===== src/core/supervisor_map.svh =====
// Constants of the supply supervisor and watchdog
`ifndef SUPERVISOR_MAP_SVH
`define SUPERVISOR_MAP_SVH

`define CLOCK_PERIOD_NS 10
`define NS_PER_MS 1000000
`define NS_PER_US 1000
`define POWER_UP_READ_DELAY_MS 1
`define WRITE_CYCLE_MS 10
`define RESET_GLITCH_REJECT_NS 100
`define RESET_TIMEOUT_MS 200
`define THRESHOLD_TO_RESET_DELAY_US 5
`define WATCHDOG_MS 1600
`define GLITCH_CYCLES (`RESET_GLITCH_REJECT_NS / `CLOCK_PERIOD_NS)
`define RESET_DELAY_CYCLES (`THRESHOLD_TO_RESET_DELAY_US * `NS_PER_US / `CLOCK_PERIOD_NS)
`define THRESHOLD_LEVELS 3'h5
`define THRESHOLD_DEFAULT 3'h0
`define RESET_LOW_ACTIVE 1'h0
`define RESET_HIGH_ACTIVE 1'h1
// Idle pin levels {supply, write protect, data, low pin, high pin} seen by the synchronisers
`define SYNC_IDLE_LEVELS 5'h06
`define SDA_IDLE_LEVEL 1'h1

`endif


===== src/core/supervisor_pkg.sv =====
// Types of the supply supervisor and watchdog
package supervisor_pkg;
	typedef enum logic [2:0] {
		ST_SUPPLY_LOW = 3'h1,
		ST_TIMEOUT = 3'h2,
		ST_RUN = 3'h4
	} reset_state_type;
	typedef logic [2:0] threshold_type;
endpackage


===== src/core/glitch_filter.sv =====
// Level filter that rejects pulses no longer than a set number of cycles
`timescale 1ns/100ps
`default_nettype none
module glitch_filter #(
	parameter int unsigned STABLE = 10
) (
	// Clock and reset
	input wire logic clock,
	input wire logic rst_n,
	// Level in and filtered level out
	input wire logic level_in,
	output logic level_out
);
	localparam int unsigned WIDTH = $clog2(STABLE + 1);
	logic [WIDTH-1:0] count;
	logic [WIDTH-1:0] next_count;
	logic next_level_out;

	// Output flips only after the input differs for more than STABLE cycles
	always_comb begin
		next_count = '0;
		next_level_out = level_out;
		if (level_in != level_out) begin
			if (count == WIDTH'(STABLE)) begin
				next_level_out = level_in;
			end else begin
				next_count = count + 1'b1;
			end
		end
	end

	always_ff @(posedge clock or negedge rst_n) begin
		if (!rst_n) begin
			count <= '0;
			level_out <= 1'b0;
		end else begin
			count <= next_count;
			level_out <= next_level_out;
		end
	end
endmodule
`default_nettype wire


===== src/core/timeout_counter.sv =====
// Cycle counter that flags when a limit is reached
`timescale 1ns/100ps
`default_nettype none
module timeout_counter #(
	parameter int unsigned LIMIT = 1000
) (
	// Clock and reset
	input wire logic clock,
	input wire logic rst_n,
	// Control and flag
	input wire logic clear,
	output logic done
);
	localparam int unsigned WIDTH = $clog2(LIMIT + 1);
	logic [WIDTH-1:0] count;
	logic [WIDTH-1:0] next_count;
	logic next_done;

	// Done rises LIMIT cycles after clear drops and holds until clear
	always_comb begin
		next_count = count;
		if (clear) begin
			next_count = '0;
		end else if (count != WIDTH'(LIMIT)) begin
			next_count = count + 1'b1;
		end
		next_done = (next_count == WIDTH'(LIMIT));
	end

	always_ff @(posedge clock or negedge rst_n) begin
		if (!rst_n) begin
			count <= '0;
			done <= 1'b0;
		end else begin
			count <= next_count;
			done <= next_done;
		end
	end
endmodule
`default_nettype wire


===== src/core/supply_supervisor_watchdog.sv =====
// Reset supervisor, watchdog and write lockout of the serial memory part
`timescale 1ns/100ps
`default_nettype none
`include "supervisor_map.svh"
module supply_supervisor_watchdog #(
	parameter int unsigned POWER_UP_READ_CYCLES =
		`POWER_UP_READ_DELAY_MS * `NS_PER_MS / `CLOCK_PERIOD_NS,
	parameter int unsigned WRITE_CYCLE_CYCLES =
		`WRITE_CYCLE_MS * `NS_PER_MS / `CLOCK_PERIOD_NS,
	parameter int unsigned RESET_TIMEOUT_CYCLES =
		`RESET_TIMEOUT_MS * `NS_PER_MS / `CLOCK_PERIOD_NS,
	parameter int unsigned WATCHDOG_CYCLES =
		`WATCHDOG_MS * `NS_PER_MS / `CLOCK_PERIOD_NS,
	parameter bit WATCHDOG_PRESENT = 1'b1
) (
	// Clock and reset
	input wire logic clock,
	input wire logic rst_n,
	// Supply comparator and threshold choice
	input wire logic supply_above_threshold,
	input wire logic threshold_program,
	input wire supervisor_pkg::threshold_type threshold_program_value,
	output var supervisor_pkg::threshold_type supply_reset_threshold,
	// Active-low reset pin
	input wire logic reset_low_in,
	output logic reset_low_out,
	output logic reset_low_oe,
	// Active-high reset pin
	input wire logic reset_high_in,
	output logic reset_high_out,
	output logic reset_high_oe,
	// Serial data line and write protect pin
	input wire logic sda_in,
	input wire logic write_protect,
	// Protocol engine side
	input wire logic write_stop,
	output logic bus_enable,
	output logic write_busy,
	output logic write_permit,
	output logic write_commit
);
	import supervisor_pkg::*;

	// ****************************************
	// Input synchronisers
	// ****************************************
	logic [4:0] sync_first;
	logic [4:0] sync_second;
	logic sda_prev;
	logic supply_s;
	logic wp_s;
	logic sda_s;
	logic low_pin_s;
	logic high_pin_s;

	always_ff @(posedge clock or negedge rst_n) begin
		if (!rst_n) begin
			sync_first <= `SYNC_IDLE_LEVELS;
			sync_second <= `SYNC_IDLE_LEVELS;
			sda_prev <= `SDA_IDLE_LEVEL;
		end else begin
			sync_first <= {supply_above_threshold, write_protect, sda_in,
				reset_low_in, reset_high_in};
			sync_second <= sync_first;
			sda_prev <= sync_second[2];
		end
	end

	assign supply_s = sync_second[4];
	assign wp_s = sync_second[3];
	assign sda_s = sync_second[2];
	assign low_pin_s = sync_second[1];
	assign high_pin_s = sync_second[0];

	// ****************************************
	// External reset sensing
	// ****************************************
	logic reset_drive;
	logic low_sense;
	logic high_sense;
	logic low_filtered;
	logic high_filtered;
	logic external_reset;

	// Own drive masks the pins so a release never retriggers itself
	assign low_sense = (low_pin_s == `RESET_LOW_ACTIVE) && !reset_drive;
	assign high_sense = (high_pin_s == `RESET_HIGH_ACTIVE) && !reset_drive;

	glitch_filter #(.STABLE(`GLITCH_CYCLES)) low_filter (
		.clock(clock),
		.rst_n(rst_n),
		.level_in(low_sense),
		.level_out(low_filtered)
	);

	glitch_filter #(.STABLE(`GLITCH_CYCLES)) high_filter (
		.clock(clock),
		.rst_n(rst_n),
		.level_in(high_sense),
		.level_out(high_filtered)
	);

	assign external_reset = low_filtered || high_filtered;

	// ****************************************
	// Timers
	// ****************************************
	logic timeout_done;
	logic watchdog_done;
	logic watchdog_expire;
	logic power_up_done;
	logic write_done;
	logic sda_edge;
	reset_state_type state;
	reset_state_type next_state;

	assign sda_edge = sda_s ^ sda_prev;

	timeout_counter #(.LIMIT(RESET_TIMEOUT_CYCLES)) reset_timer (
		.clock(clock),
		.rst_n(rst_n),
		.clear(state != ST_TIMEOUT),
		.done(timeout_done)
	);

	timeout_counter #(.LIMIT(WATCHDOG_CYCLES)) watchdog_timer (
		.clock(clock),
		.rst_n(rst_n),
		.clear(reset_drive || sda_edge || !WATCHDOG_PRESENT),
		.done(watchdog_done)
	);

	assign watchdog_expire = watchdog_done && WATCHDOG_PRESENT;

	timeout_counter #(.LIMIT(POWER_UP_READ_CYCLES)) power_up_timer (
		.clock(clock),
		.rst_n(rst_n),
		.clear(!supply_s),
		.done(power_up_done)
	);

	timeout_counter #(.LIMIT(WRITE_CYCLE_CYCLES)) write_timer (
		.clock(clock),
		.rst_n(rst_n),
		.clear(!write_busy),
		.done(write_done)
	);

	// ****************************************
	// Reset sequencer
	// ****************************************
	logic next_reset_drive;

	always_comb begin
		next_state = state;
		case (state)
			ST_SUPPLY_LOW: begin
				if (supply_s) begin
					next_state = ST_TIMEOUT;
				end
			end
			ST_TIMEOUT: begin
				if (!supply_s) begin
					next_state = ST_SUPPLY_LOW;
				end else if (timeout_done) begin
					next_state = ST_RUN;
				end
			end
			ST_RUN: begin
				if (!supply_s) begin
					next_state = ST_SUPPLY_LOW;
				end else if (external_reset || watchdog_expire) begin
					next_state = ST_TIMEOUT;
				end
			end
			default: begin
				next_state = ST_SUPPLY_LOW;
			end
		endcase
		next_reset_drive = (next_state != ST_RUN);
	end

	always_ff @(posedge clock or negedge rst_n) begin
		if (!rst_n) begin
			state <= ST_SUPPLY_LOW;
			reset_drive <= 1'h1;
			reset_low_oe <= 1'h1;
			reset_high_oe <= 1'h1;
			reset_low_out <= `RESET_LOW_ACTIVE;
			reset_high_out <= `RESET_HIGH_ACTIVE;
		end else begin
			state <= next_state;
			reset_drive <= next_reset_drive;
			reset_low_oe <= next_reset_drive;
			reset_high_oe <= next_reset_drive;
			reset_low_out <= `RESET_LOW_ACTIVE;
			reset_high_out <= `RESET_HIGH_ACTIVE;
		end
	end

	// ****************************************
	// Write cycle and lockout
	// ****************************************
	logic next_write_busy;
	logic next_write_permit;
	logic next_write_commit;
	logic next_bus_enable;

	always_comb begin
		next_write_permit = !wp_s && supply_s;
		next_write_commit = 1'h0;
		next_write_busy = write_busy;
		if (write_busy) begin
			if (write_done) begin
				next_write_busy = 1'h0;
			end
		end else if (write_stop && write_permit) begin
			next_write_busy = 1'h1;
			next_write_commit = 1'h1;
		end
		// Slave side only answers while idle and ready
		next_bus_enable = power_up_done && !next_write_busy;
	end

	always_ff @(posedge clock or negedge rst_n) begin
		if (!rst_n) begin
			write_busy <= 1'h0;
			write_permit <= 1'h0;
			write_commit <= 1'h0;
			bus_enable <= 1'h0;
		end else begin
			write_busy <= next_write_busy;
			write_permit <= next_write_permit;
			write_commit <= next_write_commit;
			bus_enable <= next_bus_enable;
		end
	end

	// ****************************************
	// Threshold selection
	// ****************************************
	threshold_type next_threshold;

	// Kept through supply loss, changed only by a valid program request
	always_comb begin
		next_threshold = supply_reset_threshold;
		if (threshold_program && (threshold_program_value < `THRESHOLD_LEVELS)) begin
			next_threshold = threshold_program_value;
		end
	end

	always_ff @(posedge clock or negedge rst_n) begin
		if (!rst_n) begin
			supply_reset_threshold <= `THRESHOLD_DEFAULT;
		end else begin
			supply_reset_threshold <= next_threshold;
		end
	end
endmodule
`default_nettype wire


===== config.mk =====
export PLATFORM = sky130hd
export DESIGN_NAME = supply_supervisor_watchdog
export DESIGN_NICKNAME = d
export VERILOG_FILES = /design/src/core/supervisor_pkg.sv /design/src/core/glitch_filter.sv /design/src/core/timeout_counter.sv /design/src/core/supply_supervisor_watchdog.sv
export VERILOG_INCLUDE_DIRS = /design/src /design/src/core
export SDC_FILE = /design/constraint.sdc
export NUM_CORES = 1
export LEC_CHECK = 0
export ABC_AREA = 1
export BUFFER_PORTS_ARGS = -buffer_cell sky130_fd_sc_hd__buf_2
export CELL_PAD_IN_SITES_DETAIL_PLACEMENT = 1
export CELL_PAD_IN_SITES_GLOBAL_PLACEMENT = 2
export CORE_MARGIN = 3
export CORE_UTILIZATION = 36
export CTS_CLUSTER_DIAMETER = 80
export DETAILED_ROUTE_END_ITERATION = 8
export PLACE_DENSITY_LB_ADDON = 0.15
export REMOVE_ABC_BUFFERS = 1
export SYNTH_ARGS = -nofsm -noshare
export SYNTH_HDL_FRONTEND = slang
export SYNTH_HIERARCHICAL = 1
export SYNTH_SLANG_ARGS = --single-unit
export TNS_END_PERCENT = 30

===== constraint.sdc =====
create_clock -name clock -period 2.1 [get_ports clock]
set_clock_uncertainty 0.05 [all_clocks]
set_input_delay 0.42 -clock clock [delete_from_list [all_inputs] [get_ports clock]]
set_output_delay 0.42 -clock clock [all_outputs]
set_load 0.03 [all_outputs]

Word level (Yosys, flattened, before mapping) --
Index checks and enable logic that the tools add are counted.
Operators by class: multiply operators 0, add/sub/neg operators 6, bitwise logic cells 2, equality and inequality tests 17, divide/modulo/power cells 0, muxes and demuxes 22, shifts and indexed selects 0, reductions and logical operators 14, $lt $le $gt $ge 1
Operators with widths (count):
- 28-bit two-way mux | 2
- 25-bit two-way mux | 2
- 20-bit two-way mux | 2
- 17-bit two-way mux | 2
- 28-bit by 1-bit adder with 28-bit output (second input constant) | 1
- 28-bit == test (second input constant) | 1
- 28-bit != test (second input constant) | 1
- 25-bit by 1-bit adder with 25-bit output (second input constant) | 1
- 25-bit == test (second input constant) | 1
- 25-bit != test (second input constant) | 1
- 20-bit by 1-bit adder with 20-bit output (second input constant) | 1
- 20-bit == test (second input constant) | 1
- 20-bit != test (second input constant) | 1
- 17-bit by 1-bit adder with 17-bit output (second input constant) | 1
- 17-bit == test (second input constant) | 1
- 17-bit != test (second input constant) | 1
- 4-bit two-way mux | 4
- 3-bit two-way mux | 5
- 3-bit one-hot mux with 3 select lines | 1
- 4-bit by 1-bit adder with 4-bit output (second input constant) | 2
- 4-bit == test (second input constant) | 2
- 1-bit logical AND | 6
- 1-bit two-way mux | 4
- 2-bit AND reduction | 2
- other kinds (11) | 16
Word-level totals: output and inout port bits 11, flip-flop bits (word level) 126, word-level logic and storage cells 84, bits of input ports 12, memories 0, latch bits 0, memory bits (writable) 0, memory bits (read-only) 0

Depth between registers and ports, before layout --
depth in word-level cells 6, depth in mapped cells 13, depth with buffers taken out 13

Cells and area by module --
The synthesis kept the hierarchy.
Modules (own cells, without submodules):
- timeout_counter at watchdog_timer | sequential area each 725.7 sq um, area each 2118.3 sq um, instances 1, cells an instance 352
- timeout_counter at reset_timer | sequential area each 650.6 sq um, area each 1808.0 sq um, instances 1, cells an instance 269
- timeout_counter at write_timer | sequential area each 525.5 sq um, area each 1380.1 sq um, instances 1, cells an instance 201
- timeout_counter at power_up_timer | sequential area each 450.4 sq um, area each 1243.7 sq um, instances 1, cells an instance 185
- supply_supervisor_watchdog | sequential area each 559.3 sq um, area each 830.8 sq um, instances 1, cells an instance 80
- glitch_filter | sequential area each 125.1 sq um, area each 261.5 sq um, instances 2, cells an instance 27

Worst setup path before layout --
No wires, ideal clock.
path type register to register, start point register reset_drive, end point register watchdog_timer.done, data required time 1.979 ns, setup slack 0.314 ns, cell stages (with the launch flop) 11, buffers on the path 2, setup time 0.071 ns, clock period less this slack 1.786 ns, arrival 1.664 ns, path through dfstp_2 a21oi_1 o21ai_0 buf_2 inv_1 buf_2 o21ai_0 a21oi_1 nor3_1 nand3_1 nor2_1
Between the ends: cells in the longest elaborated chain, start to end 3
RTL lines:
- start: declaration | RTL line supply_supervisor_watchdog.sv:78 | logic reset_drive;
- start signal: assignment | RTL line supply_supervisor_watchdog.sv:193 | reset_drive <= next_reset_drive;
- 1-bit logical OR | RTL line supply_supervisor_watchdog.sv:129 | .clear(reset_drive || sda_edge || !WATCHDOG_PRESENT),
- 28-bit two-way mux | RTL line timeout_counter.sv:22 | if (clear) begin
- net watchdog_timer.next_count[4] | RTL line timeout_counter.sv:16 | logic [WIDTH-1:0] next_count;
- 28-bit == test | RTL line timeout_counter.sv:27 | next_done = (next_count == WIDTH'(LIMIT));
- net watchdog_timer.next_done | RTL line timeout_counter.sv:17 | logic next_done;
- end signal: assignment | RTL line timeout_counter.sv:36 | done <= next_done;
- end: declaration | RTL line timeout_counter.sv:12 | output logic done
The timed path passes the listed nets, and every way through them passes these cells. A chain may end at the register's enable or synchronous reset.

Worst setup path after layout --
start point register watchdog_timer.count[0], end point register watchdog_timer.done
Between the ends: cells in the longest elaborated chain, start to end 4, elaborated cells on any way between the ends 5, those cells by class add/sub (1); eq/ne (2); mux (2)
RTL lines:
- start: declaration | RTL line timeout_counter.sv:15 | logic [WIDTH-1:0] count;
- start signal: assignment | RTL line timeout_counter.sv:35 | count <= next_count;
- 28-bit by 1-bit adder with 28-bit output / 28-bit != test (equally long branches) | RTL line timeout_counter.sv:25, timeout_counter.sv:24
- 28-bit two-way mux * | RTL line timeout_counter.sv:24 | end else if (count != WIDTH'(LIMIT)) begin
- 28-bit two-way mux * | RTL line timeout_counter.sv:22
- 28-bit == test * | RTL line timeout_counter.sv:27
- net watchdog_timer.next_done | RTL line timeout_counter.sv:17
The timed path passes the listed nets; every way through them passes the cells marked *.

==> flow_summary.html <==
<table>
<tr><th>Metric</th><th>Value</th></tr>
<tr><th colspan="2">Critical path</th></tr>
<tr><td>Critical path start-end classification</td><td>reg2reg</td></tr>
<tr><td>Terminus of the critical flop-to-flop path</td><td>watchdog_timer/done$_DFF_PN0_</td></tr>
<tr><td>Arrival time at the worst endpoint</td><td>2.24 ns</td></tr>
<tr><td>Sort of element at the start of the critical path</td><td>register</td></tr>
<tr><td>Type of destination of the critical path</td><td>register</td></tr>
<tr><td>Number of cell instances on the worst register-to-register path</td><td>11</td></tr>
<tr><td>Highest fanout seen on the critical path</td><td>6</td></tr>
<tr><td>Required time worst endpoint</td><td>2.40 ns</td></tr>
<tr><td>Beginning of the worst register-to-register path</td><td>watchdog_timer/count[0]$_DFF_PN0_</td></tr>
<tr><td>Slack of the worst reg-to-reg path</td><td>0.16 ns</td></tr>
<tr><th colspan="2">Power</th></tr>
<tr><td>Part of the power in combinational logic</td><td>4.0%</td></tr>
<tr><td>Reported net switching power</td><td>1280 uW</td></tr>
<tr><td>Total power</td><td>5590 uW</td></tr>
<tr><td>Reported leakage power</td><td>0.00436 uW</td></tr>
<tr><td>Proportion of power drawn by flip-flops and latches</td><td>44.5%</td></tr>
<tr><td>Ratio of total power to cell area</td><td>615 nW/um2</td></tr>
<tr><td>Fraction of power spent switching nets</td><td>22.9%</td></tr>
<tr><td>Internal Power</td><td>4310 uW</td></tr>
<tr><td>Worst-case vdd ir drop</td><td>0.440 mV</td></tr>
<tr><td>Proportion of power drawn by the clock network</td><td>51.5%</td></tr>
<tr><th colspan="2">Worst hold path</th></tr>
<tr><td>Worst hold path stage count</td><td>1</td></tr>
<tr><td>HP Class</td><td>in2reg</td></tr>
<tr><td>Launch point of the worst hold path</td><td>sda_in</td></tr>
<tr><td>Endpoint, Worst Hold</td><td>sync_first[2]$_DFF_PN1_</td></tr>
<tr><th colspan="2">Synth</th></tr>
<tr><td>Distinct cells, synth</td><td>36</td></tr>
<tr><td>Number of cells produced by synthesis</td><td>1141</td></tr>
<tr><td>Number of enable flip-flop cells after synthesis</td><td>0</td></tr>
<tr><td>Syn avg cell area</td><td>6.93 um2</td></tr>
<tr><td>Synth warn</td><td>6</td></tr>
<tr><td>Most instantiated flip-flop cell in the synthesis netlist</td><td>sky130_fd_sc_hd__dfrtp_1</td></tr>
<tr><td>Summed instance area of the synthesized netlist</td><td>7900 um2</td></tr>
<tr><td>Flop and latch count out of synthesis</td><td>126</td></tr>
<tr><td>Sequential share of the synthesized area</td><td>40.0%</td></tr>
<tr><td>Synth async-reset ratio</td><td>100%</td></tr>
<tr><th colspan="2">CTS</th></tr>
<tr><td>Number of sinks handled by clock tree synthesis</td><td>126</td></tr>
<tr><td>Maximum clock insertion buffer count</td><td>2</td></tr>
<tr><td>Root Buffer</td><td>sky130_fd_sc_hd__clkbuf_16</td></tr>
<tr><td>Source-to-sink clock delay at the later pin of the worst-skew pair</td><td>0.42 ns</td></tr>
<tr><td>TritonCTS clock tree</td><td>built</td></tr>
<tr><td>CTS buffer count</td><td>17</td></tr>
<tr><td># H-tree levels</td><td>4</td></tr>
<tr><td>Clock-pin slew reported for the worst setup and hold paths after clock tree synthesis</td><td>0.06 ns</td></tr>
<tr><th colspan="2">Route</th></tr>
<tr><td>First drt pass iteration count</td><td>7</td></tr>
<tr><td>Average wire per standard cell</td><td>14.8 um</td></tr>
<tr><td>Drc violations</td><td>0</td></tr>
<tr><td>Number of design-rule violations left by the first detailed-router iteration</td><td>194</td></tr>
<tr><td>Number of nets still failing antenna checks after routing</td><td>0</td></tr>
<tr><td>Mean number of vias per cell</td><td>4.82</td></tr>
<tr><td>Routed wire length</td><td>22.0 mm</td></tr>
<tr><td>Overall via count from detail_route</td><td>7145</td></tr>
<tr><th colspan="2">STA</th></tr>
<tr><td>Setup-violating endpoint count in the final report</td><td>0</td></tr>
<tr><td>Max Clk Rate</td><td>515 MHz</td></tr>
<tr><td>Clock period minus worst slack</td><td>1.94 ns</td></tr>
<tr><td>Final TNS setup</td><td>0 ns</td></tr>
<tr><td>Final number of hold-violating endpoints</td><td>0</td></tr>
<tr><td>Final Cycle Share</td><td>92.5%</td></tr>
<tr><td>Pins over their slew limit</td><td>0</td></tr>
<tr><th colspan="2">Place</th></tr>
<tr><td>Routability congestion estimate</td><td>0.805</td></tr>
<tr><td>I/O Buffers</td><td>20</td></tr>
<tr><td>Final HPWL from detailed placement</td><td>17.2 mm</td></tr>
<tr><th colspan="2">Finish</th></tr>
<tr><td>Number of nets at the end of the flow</td><td>1219</td></tr>
<tr><td>Synth-to-layout area growth</td><td>15.1%</td></tr>
<tr><td>Most frequent cells in the layout</td><td>295 x sky130_fd_sc_hd__nand2_1, 187 x sky130_fd_sc_hd__inv_1, 170 x sky130_fd_sc_hd__nor2_1, 117 x sky130_fd_sc_hd__dfrtp_1, 107 x sky130_fd_sc_hd__nand3_1</td></tr>
<tr><td>Most common cell after layout, fill and taps aside</td><td>sky130_fd_sc_hd__nand2_1</td></tr>
<tr><td>Number of antenna repair diodes</td><td>0</td></tr>
<tr><td>Final cell utilization of the core</td><td>42.7%</td></tr>
<tr><td>Share of post-route cells with drive strength above 1</td><td>16.1%</td></tr>
<tr><th colspan="2">Floorplanning</th></tr>
<tr><td>Standard-cell rows</td><td>53</td></tr>
<tr><td>Floorplan Core Area</td><td>21300 um2</td></tr>
<tr><td>Starting density of the core</td><td>37.1%</td></tr>
<tr><td>Number of I/O pins</td><td>23</td></tr>
<tr><td>Vertical die dimension</td><td>154 um</td></tr>
<tr><td>Die area</td><td>23800 um2</td></tr>
<tr><td>Die width</td><td>154 um</td></tr>
<tr><th colspan="2">Outcome</th></tr>
<tr><td>Result of the run</td><td>complete, no violations</td></tr>
<tr><th colspan="2">Global routing</th></tr>
<tr><td>Number of antenna violations at the first check in global routing</td><td>0</td></tr>
<tr><td>Wire length of the first global-routing pass</td><td>38.2 mm</td></tr>
<tr><td>Overflow left after global routing</td><td>0</td></tr>
<tr><td>GRT Overall Usage</td><td>19.7%</td></tr>
<tr><td>Pin count of the biggest net entering global routing</td><td>46</td></tr>
<tr><td>Vias in the first global route</td><td>7573</td></tr>
<tr><th colspan="2">Run</th></tr>
<tr><td>Count of maximum capacitance violations</td><td>0</td></tr>
</table>
Yosys cell counts, drive strengths merged (2+ instances only):
| master | number | area share, % |
|---|---|---|
| nand3 | 120 | 8.4 |
| inv | 201 | 9.5 |
| nor3 | 17 | 1.2 |
| dfrtp | 119 | 38 |
| a21oi | 20 | 1.4 |
| ha | 12 | 1.9 |
| nand2 | 313 | 16 |
| conb | 2 | 0.095 |
| nor2 | 225 | 13 |
| xor2 | 6 | 0.66 |
| or2 | 3 | 0.24 |
| o21ai | 36 | 2.4 |
| dfstp | 7 | 2.3 |
| nand3b | 5 | 0.79 |
| buf | 11 | 1.0 |
| nand4 | 33 | 2.6 |
| xnor2 | 6 | 0.66 |
layer usage:
| metal | track usage (%) | part of all wire [%] |
|---|---|---|
| met5 | 0 | 0 |
| met2 | 33.4 | 49 |
| met4 | 4.58 | 0.78 |
| met3 | 3.16 | 1.9 |
| met1 | 26.6 | 48 |
flip-flops by register name, summed over array words and instances (netlist names), 3 cells and up:
name,count
high_filter/count,4
low_filter/count,4
power_up_timer/count,17
reset_timer/count,25
state,3
supply_reset_threshold,3
sync_first,5
sync_second,5
watchdog_timer/count,28
write_timer/count,20
power by group through the flow:
stage / logic [uW] / registers (uW) / clock network [uW]
after floorplan: 82.2 / 2540 / 0
after global placement: 227 / 2530 / 0
after detailed placement: 232 / 2530 / 0
after CTS: 234 / 2490 / 2980
after global routing: 258 / 2490 / 3110
final: 226 / 2490 / 2880
cell families (layout without fill, tap and decap cells):
logic type                 after synthesis  in the layout  synth area share, %
and+or+nand+nor                        718            718                 42.2
buffers and inverters                  214            281                 10.7
DFF                                    126            126                 40.0
AOI/OAI and AO/OA                       57             57                 3.83
adders and majority gates               12             12                 1.90
xor gates and xnor gates                12             12                 1.33
other                                    2              2               0.0950
worst max path at each step:
stage                                                 start                             to  cells after the start
final                     watchdog_timer/count[0]$_DFF_PN0_  watchdog_timer/done$_DFF_PN0_                     11
after global routing      watchdog_timer/count[1]$_DFF_PN0_  watchdog_timer/done$_DFF_PN0_                     13
after CTS                 watchdog_timer/count[0]$_DFF_PN0_  watchdog_timer/done$_DFF_PN0_                     11
after detailed placement  watchdog_timer/count[0]$_DFF_PN0_  watchdog_timer/done$_DFF_PN0_                     11
after global placement    watchdog_timer/count[0]$_DFF_PN0_  watchdog_timer/done$_DFF_PN0_                     11
after floorplan                          sda_prev$_DFF_PN1_  watchdog_timer/done$_DFF_PN0_                      8
area by class of cell:
type	count	area (um2)
Fill cell	2753	12200
Tap cell	275	344
Sequential cell	126	3160
Clock inverter	10	114
Inverter	202	761
Timing Repair Buffer	47	337
Clock buffer	22	454
Multi-Input combinational cell	801	3920
per-stage QoR:
stage	instances	area (um2)	hold WS (ns)	worst slack (ns)
after detailed placement	1446	8460	0.289	0.0588
final	1483	9100	0.0528	0.157
after floorplan	1129	7820	0.0744	-0.246
after global routing	1483	9100	0.0357	-0.000859
after CTS	1479	9040	0.0261	0.0242
after global placement	1446	8460	0.283	0.0896
critical path, cell delays in order (launching register included):
cell	delay, ns
sky130_fd_sc_hd__dfrtp_2	0.43
sky130_fd_sc_hd__ha_2	0.25
sky130_fd_sc_hd__nand3_4	0.13
sky130_fd_sc_hd__inv_4	0.11
sky130_fd_sc_hd__nand3_1	0.16
sky130_fd_sc_hd__nor2_4	0.16
sky130_fd_sc_hd__nand4_1	0.09
sky130_fd_sc_hd__nand2_1	0.10
sky130_fd_sc_hd__nand2_1	0.07
sky130_fd_sc_hd__nor2_1	0.14
sky130_fd_sc_hd__nand3_1	0.11
sky130_fd_sc_hd__nor2_1	0.09
what timing repair did:
item	4_1_cts	5_1_grt
buffers inserted	0	4
gates resized for setup	0	11
hold buffers	1	0
setup endpoints to repair	0	2
endpoints found under the hold margin	37	0
(Power assumes the default switching activity.)
